--- src/csb0_pkg.sv ---
// Functional notes
// bit 6 sets receive-activity idle level
// bit 5 sets transmit-activity idle level
// bit 4 sets i2c-activity idle level
// bit 3 sets suspend output idle level
// bit 2 sets configured output idle level
// bits 1-0 decode settings protection level
// reset loads flash byte into working copy
// bit 7 enables serial number enumeration
package csb0_pkg;
  // field positions inside the settings byte
  localparam int SN_EN_BIT = 7;
  localparam int RX_IDLE_BIT = 6;
  localparam int TX_IDLE_BIT = 5;
  localparam int I2C_IDLE_BIT = 4;
  localparam int SUSP_IDLE_BIT = 3;
  localparam int CFG_IDLE_BIT = 2;
  localparam int PROT_HI_BIT = 1;
  // value held before the flash copy arrives; also the factory value
  localparam logic [7:0] BYTE0_RESET = 8'h7C;
  // protection level encodings
  localparam logic [1:0] PROT_OPEN = 2'h0;
  localparam logic [1:0] PROT_PASSWORD = 2'h1;
  localparam logic [1:0] PROT_LOCKED = 2'h2;
  localparam logic [1:0] PROT_RESERVED = 2'h3;

  typedef enum logic [1:0] {
    CSB0_UNPROTECTED,
    CSB0_PASSWORD,
    CSB0_LOCKED,
    CSB0_RSVD
  } csb0_prot_t;

  // raw activity events from the functional blocks, active high
  typedef struct packed {
    logic rx_act;
    logic tx_act;
    logic i2c_act;
    logic suspended;
    logic configured;
  } csb0_events_t;

  // indicator pins after polarity is applied
  typedef struct packed {
    logic rx_led;
    logic tx_led;
    logic i2c_led;
    logic usb_suspend_output;
    logic enumeration_done_output;
  } csb0_pins_t;
endpackage

--- src/csb0_prot_dec.sv ---
`timescale 1ns/1ps
// decodes the two-bit protection field into a protection kind and two write flags
module csb0_prot_dec
  import csb0_pkg::*;
(
  input wire logic [1:0] level,
  output csb0_prot_t kind,
  output logic write_allowed,
  output logic password_needed
);
  // protection decode
  always_comb begin
    case (level)
      PROT_OPEN: kind = CSB0_UNPROTECTED;
      PROT_PASSWORD: kind = CSB0_PASSWORD;
      PROT_LOCKED: kind = CSB0_LOCKED;
      default: kind = CSB0_RSVD;
    endcase
  end
  // reserved is treated as locked: safest reading of an undefined code
  assign write_allowed = (level == PROT_OPEN);
  assign password_needed = (level == PROT_PASSWORD);
endmodule

--- src/csb0_top.sv ---
`timescale 1ns/1ps
// settings byte zero: working copy, polarity of five indicators, protection level
module csb0_top
  import csb0_pkg::*;
(
  // clock and asynchronous active-low reset
  input wire logic ref_clk,
  input wire logic rst_b,
  // flash image of the byte, taken once after each reset
  input wire logic [7:0] flash_byte, // stored factory or user image
  input wire logic flash_valid, // level or pulse, only the first one counts
  // host command path, already decoded to a one-cycle write strobe
  input wire logic cmd_write, // one-cycle write request
  input wire logic [7:0] cmd_wdata, // new byte value
  input wire logic cmd_unlocked, // password already accepted upstream
  // raw activity levels from the functional blocks, same clock
  input wire csb0_pkg::csb0_events_t events,
  // polarity-corrected indicator pins
  output csb0_pkg::csb0_pins_t pins,
  // working copy and its decoded fields
  output logic [7:0] chip_config_byte0, // whole working copy
  output logic serial_number_enumeration_enable, // bit 7 of the copy
  output logic [1:0] settings_protection_level, // bits 1-0 of the copy
  output logic loaded, // flash copy has been taken
  output logic write_rejected // one-cycle pulse per refused write
);
  import csb0_pkg::*;

  // whole state of the block
  typedef struct packed {
    logic [7:0] cfg;
    logic loaded;
    logic rejected;
    csb0_pins_t pins;
  } csb0_state_t;

  csb0_state_t st; // registered state
  csb0_state_t next_st; // value for the next edge
  csb0_prot_t prot_kind; // decoded protection level
  logic wr_ok; // writes open without password
  logic pw_needed; // writes need the host unlock

  // protection decode of the current working copy
  csb0_prot_dec u_dec (
    .level(st.cfg[PROT_HI_BIT:0]),
    .kind(prot_kind),
    .write_allowed(wr_ok),
    .password_needed(pw_needed)
  );

  // drive pin: idle level when quiet, its inverse when active
  function automatic logic drive_pin(input logic idle_level, input logic active);
    drive_pin = active ? ~idle_level : idle_level;
  endfunction

  // next state
  always_comb begin
    next_st = st;
    // the refusal flag is a pulse, so it falls unless refused again
    next_st.rejected = 1'b0;
    // the flash copy wins over a write in the same cycle; before the copy
    // arrives a write would be overwritten anyway, so it is dropped quietly
    if (flash_valid && !st.loaded) begin
      // load flash copy
      next_st.cfg = flash_byte;
      next_st.loaded = 1'b1;
    end else if (cmd_write && st.loaded) begin
      // password level needs host unlock; locked/reserved refuse all
      if (wr_ok || (pw_needed && cmd_unlocked)) begin
        next_st.cfg = cmd_wdata;
      end else begin
        next_st.rejected = 1'b1;
      end
    end
    // pins use the byte held now, not the one being written: this costs a
    // cycle of latency after a write but keeps the pins free of glitches
    // rx idle level
    next_st.pins.rx_led = drive_pin(st.cfg[RX_IDLE_BIT], events.rx_act);
    // tx idle level
    next_st.pins.tx_led = drive_pin(st.cfg[TX_IDLE_BIT], events.tx_act);
    // i2c idle level
    next_st.pins.i2c_led = drive_pin(st.cfg[I2C_IDLE_BIT], events.i2c_act);
    // suspend idle level
    next_st.pins.usb_suspend_output = drive_pin(st.cfg[SUSP_IDLE_BIT], events.suspended);
    // configured idle level
    next_st.pins.enumeration_done_output = drive_pin(st.cfg[CFG_IDLE_BIT], events.configured);
  end

  // state register; pins start at the factory idle levels
  always_ff @(posedge ref_clk or negedge rst_b) begin
    if (!rst_b) begin
      st.cfg <= BYTE0_RESET;
      st.loaded <= 1'b0;
      st.rejected <= 1'b0;
      // pins rest at the idle levels of the reset byte
      st.pins <= csb0_pins_t'(BYTE0_RESET[RX_IDLE_BIT:CFG_IDLE_BIT]);
    end else begin
      st <= next_st;
    end
  end

  assign pins = st.pins;
  assign chip_config_byte0 = st.cfg;
  // serial number enable
  assign serial_number_enumeration_enable = st.cfg[SN_EN_BIT];
  assign settings_protection_level = st.cfg[PROT_HI_BIT:0];
  assign loaded = st.loaded;
  assign write_rejected = st.rejected;

  // pin checks look one cycle back; the first edge out of reset is skipped
  // because the pins there still show the reset idle levels
  // rx pin follows polarity
  chk_rx_polarity: assert property (@(posedge ref_clk) disable iff (!rst_b)
    $past(rst_b) |->
      pins.rx_led == ($past(st.cfg[RX_IDLE_BIT]) ^ $past(events.rx_act)))
    else $error("rx pin polarity wrong");
  // tx pin follows polarity
  chk_tx_polarity: assert property (@(posedge ref_clk) disable iff (!rst_b)
    $past(rst_b) |->
      pins.tx_led == ($past(st.cfg[TX_IDLE_BIT]) ^ $past(events.tx_act)))
    else $error("tx pin polarity wrong");
  // tx pin leaves its idle level when active
  chk_tx_active: assert property (@(posedge ref_clk) disable iff (!rst_b)
    events.tx_act |=> pins.tx_led != $past(st.cfg[TX_IDLE_BIT]))
    else $error("tx pin not asserted");
  // i2c pin follows polarity
  chk_i2c_polarity: assert property (@(posedge ref_clk) disable iff (!rst_b)
    !events.i2c_act ##1 1 |-> pins.i2c_led == $past(st.cfg[I2C_IDLE_BIT]))
    else $error("i2c pin idle level wrong");
  // i2c pin leaves its idle level when active
  chk_i2c_active: assert property (@(posedge ref_clk) disable iff (!rst_b)
    events.i2c_act |=> pins.i2c_led != $past(st.cfg[I2C_IDLE_BIT]))
    else $error("i2c pin not asserted");
  // suspend pin inverts when asserted
  chk_susp_polarity: assert property (@(posedge ref_clk) disable iff (!rst_b)
    events.suspended |=> pins.usb_suspend_output != $past(st.cfg[SUSP_IDLE_BIT]))
    else $error("suspend pin level wrong");
  // suspend pin rests at its idle level
  chk_susp_idle: assert property (@(posedge ref_clk) disable iff (!rst_b)
    !events.suspended |=> pins.usb_suspend_output == $past(st.cfg[SUSP_IDLE_BIT]))
    else $error("suspend pin idle level wrong");
  // configured pin polarity
  chk_cfg_polarity: assert property (@(posedge ref_clk) disable iff (!rst_b)
    $past(rst_b) |-> pins.enumeration_done_output
      == ($past(st.cfg[CFG_IDLE_BIT]) ^ $past(events.configured)))
    else $error("configured pin polarity wrong");
  // locked byte never changes by command
  chk_lock_holds: assert property (@(posedge ref_clk) disable iff (!rst_b)
    (st.loaded && settings_protection_level == PROT_LOCKED) |=> $stable(st.cfg))
    else $error("locked settings changed");
  // password level without unlock refuses and keeps the byte
  chk_pw_refuse: assert property (@(posedge ref_clk) disable iff (!rst_b)
    (cmd_write && st.loaded && settings_protection_level == PROT_PASSWORD
      && !cmd_unlocked) |=> (write_rejected && $stable(chip_config_byte0)))
    else $error("password write not refused");
  // reserved code behaves as locked
  chk_rsvd_locked: assert property (@(posedge ref_clk) disable iff (!rst_b)
    (cmd_write && st.loaded && prot_kind == CSB0_RSVD) |=> write_rejected)
    else $error("reserved level write not refused");
  // open level takes the write
  chk_open_write: assert property (@(posedge ref_clk) disable iff (!rst_b)
    (cmd_write && st.loaded && settings_protection_level == PROT_OPEN)
      |=> (chip_config_byte0 == $past(cmd_wdata) && !write_rejected))
    else $error("open write not taken");
  // a refusal pulse only ever follows a write request
  chk_reject_cause: assert property (@(posedge ref_clk) disable iff (!rst_b)
    write_rejected |-> $past(cmd_write))
    else $error("refusal without write");
  // flash copy taken on first valid
  chk_flash_load: assert property (@(posedge ref_clk) disable iff (!rst_b)
    (flash_valid && !st.loaded) |=> (loaded && chip_config_byte0 == $past(flash_byte)))
    else $error("flash copy not loaded");
  // once loaded, only a write may change the copy
  chk_load_once: assert property (@(posedge ref_clk) disable iff (!rst_b)
    (st.loaded && !cmd_write) |=> $stable(chip_config_byte0))
    else $error("copy changed without write");
  // before the copy arrives, writes are dropped quietly
  chk_unloaded_quiet: assert property (@(posedge ref_clk) disable iff (!rst_b)
    (!st.loaded && !flash_valid) |=> ($stable(chip_config_byte0) && !write_rejected))
    else $error("copy changed before load");
  // enable comes from the flash image at load
  chk_sn_load: assert property (@(posedge ref_clk) disable iff (!rst_b)
    $rose(loaded) |-> serial_number_enumeration_enable == $past(flash_byte[SN_EN_BIT]))
    else $error("serial enable not loaded");
  // enable mirrors bit 7
  chk_sn_enable: assert property (@(posedge ref_clk) disable iff (!rst_b)
    (cmd_write && st.loaded && wr_ok) |=>
      serial_number_enumeration_enable == $past(cmd_wdata[SN_EN_BIT]))
    else $error("serial enable not updated");

  cov_load: cover property (@(posedge ref_clk) disable iff (!rst_b) flash_valid && !st.loaded);
  cov_write: cover property (@(posedge ref_clk) disable iff (!rst_b) cmd_write && wr_ok);
  cov_reject: cover property (@(posedge ref_clk) disable iff (!rst_b) write_rejected);
  // password write accepted after unlock
  cov_pw_write: cover property (@(posedge ref_clk) disable iff (!rst_b)
    cmd_write && st.loaded && pw_needed && cmd_unlocked);
  // permanently locked byte refusing a write
  cov_locked_reject: cover property (@(posedge ref_clk) disable iff (!rst_b)
    write_rejected && settings_protection_level == PROT_LOCKED);
endmodule

--- config.mk ---
export PLATFORM = sky130hd
export DESIGN_NAME = csb0_top
export DESIGN_NICKNAME = d
export VERILOG_FILES = /design/src/csb0_pkg.sv /design/src/csb0_prot_dec.sv /design/src/csb0_top.sv
export SDC_FILE = /design/constraint.sdc
export NUM_CORES = 1
export LEC_CHECK = 0
export BUFFER_PORTS_ARGS = -buffer_cell sky130_fd_sc_hd__buf_4
export CORE_MARGIN = 3
export CORE_UTILIZATION = 43
export DETAILED_ROUTE_END_ITERATION = 6
export PLACE_DENSITY = 0.9
export SLEW_MARGIN = 15
export SYNTH_ARGS = -nofsm -noshare
export SYNTH_HDL_FRONTEND = slang
export SYNTH_SLANG_ARGS = --single-unit
--- constraint.sdc ---
create_clock -name ref_clk -period 3 [get_ports ref_clk]
set_clock_uncertainty 0.05 [all_clocks]
set_input_delay 0.15 -clock ref_clk [delete_from_list [all_inputs] [get_ports ref_clk]]
set_output_delay 0.15 -clock ref_clk [all_outputs]
set_load 0.05 [all_outputs]
==> impl_metrics.ini <==
[worst_setup_path]
startpoint_type = flop
worstPathRequired_ns = 3.11
crit_type = flop to flop
reg2reg_depth = 3
r2r_start = chip_config_byte0[0]
setup.worst_path.end_class = flop
worstPathMaxFanout = 7
r2r_setup_slack_ns = 1.51
startpoint = chip_config_byte0[0]
crit_path_end = chip_config_byte0[7]
worstPathArrival_ns = 1.61
reg2reg_to = chip_config_byte0[7]

[floorplan]
core_mm2 = 0.00138
ios = 44
die_x_um = 45.7
rows = 13
initial_core_util_pct = 49.0
die_area_mm2 = 0.00209
die_h_um = 45.7

[cts]
clkLatencyLatePin_ns = 0.27
clk_path_buf_depth = 2
cts_setup_buffers = 0
clk_pin_slew_ns = 0.09
cts_sinks = 15
numCtsBuffers = 3
h-tree-depth = 1
clock-root-buffer = clkbuf_4
cts_tree = yes

[finish]
layout-drive-gt1-share_pct = 59.6
area_growth_pct = 59.1
final_nets = 126
multi_input_area_um2 = 262
antennaDiodeCount = 0
fillerInstances = 103
final_cell_mix = buf_4, dfstp_2, nand2b_1
layout_commonest_cell = buf_4
final_util_pct = 77.9
seq_area_um2 = 388

[routing]
drc = 0
viasPerCell = 4.98
drt-wirelength-per-cell_um = 15.2
drtIter0Drc = 7
antenna_left = 0
totalWireLength_um = 1730
first_pass_iters = 3
vias = 568

[power_and_ir_drop]
power.density_mw_per_mm2 = 1050
p_leak_nw = 0.487
peakVddDrop_mv = 0.704

[global_routing]
grt_max_degree = 16
grt_overflow = 0
grt_pass1_wl_um = 2670
track_usage_pct = 18.4
grt_pass1_vias = 604
antenna_found_initial = 0

[synth]
syn_avg_cell_area_um2 = 13.5
yosys_warnings = 0
ys_seq_elements = 15
syn_nets = 76
yosysSeqAreaShare_pct = 57.3
synth_area_um2 = 677
yosysUniqueCellTypes = 17
netlist_instances = 50

[sta]
tightest_slew_ns = 0.357
fin_crit_ns = 1.49
hold_viol = 0
tns_ns = 0
max-slew-margin-rel_pct = 76.2
drv_slew = 0
max_freq_mhz = 669
fin_crit_sh_pct = 49.8
setup_viol = 0
rsz0062_at_grt = no
holdWs_ns = 0.0393

[min_path]
hp-class = input port to flop

[placement]
gp_congestion = 0.737
dpl.hpwl_um = 1380
portBuffers = 43

[outcome]
status = completed

[run]
max-cap-violations = 0
==> critical path: stages (launching register included) <==
cell,delay (ns)
dfrtp_1,0.42
nor2b_4,0.16
or3_1,0.47
o221a_1,0.29
==> synth_stat cells <==
cell	number	share of area, %
dfstp_2	10	39
o21ai_1	1	0.74
buf_2	1	0.74
o221a_1	7	12
o31ai_4	1	3.1
nand3_1	1	0.74
dfrtp_1	5	18
and2b_1	1	1.1
buf_4	3	3.3
mux2i_1	1	1.5
xor2_1	5	6.5
nor2_1	2	1.1
nand2_2	1	0.92
or3_1	1	0.92
or2_1	1	0.92
nor2b_4	1	2.0
nand2b_1	8	7.4
==> final cells by class <==
class                           count  share of cell area, %
Clock buffer                        4                   2.44
Multi-Input combinational cell     31                   24.3
Sequential cell                    15                   36.0
Timing Repair Buffer               49                   35.5
Tap cell                           15                   1.74
==> metal layers <==
| layer | share of wire, % | track usage [%] |
|---|---|---|
| met5 | 0 | 0 |
| met4 | 0.41 | 5.26 |
| met3 | 7.4 | 2.37 |
| met2 | 54 | 36.8 |
| met1 | 38 | 19.2 |
==> registers in the layout (all words and copies together), names as in the netlist <==
register,cells
chip_config_byte0,8
loaded,1
pins,5
write_rejected,1
==> through the flow <==
step                cell area (um2)  power, mW  setup slack, ns  instances
floorplan                       677      0.842             1.33         50
detailed placement              991       1.02             1.51        104
global route                   1080       1.18             1.47        114
CTS                            1080       1.14             1.50        114
global placement                991       1.01             1.56        104
finish                         1080       1.13             1.51        114
==> kinds of logic (layout without fill, tap and decap cells) <==
logic type      count (synthesis)  after routing  share of synthesized area (%)
simple gates                   16             16                           15.2
xor+xnor                        5              5                           6.47
flops                          15             15                           57.3
buf+inv                         4             53                           4.07
compound gates                  9              9                           15.5
mux                             1              1                           1.48
==> timing repair <==
item | in CTS | in global routing
resized for setup | 0 | 0
endpoints found under the hold margin | 20 | 0
hold buffers | 6 | 0
==> where the power goes <==
| part | switching [mW] | internal, mW |
|---|---|---|
| clock network | 0.0601 | 0.0514 |
| registers | 0.0564 | 0.333 |
| logic | 0.426 | 0.206 |
| total | 0.542 | 0.591 |
==> worst min-delay path by stage <==
| stage | from | endpoint | depth (start not counted) |
|---|---|---|---|
| 2_1_floorplan | rst_b | chip_config_byte0[0] | 0 |
| 3_3_place_gp | rst_b | chip_config_byte0[7] | 1 |
| 3_5_place_dp | rst_b | chip_config_byte0[7] | 1 |
| 4_1_cts | flash_valid | loaded | 2 |
| 5_1_grt | flash_valid | loaded | 2 |
| 6_report | flash_valid | loaded | 2 |
Power figures use the tool's default switching activity.
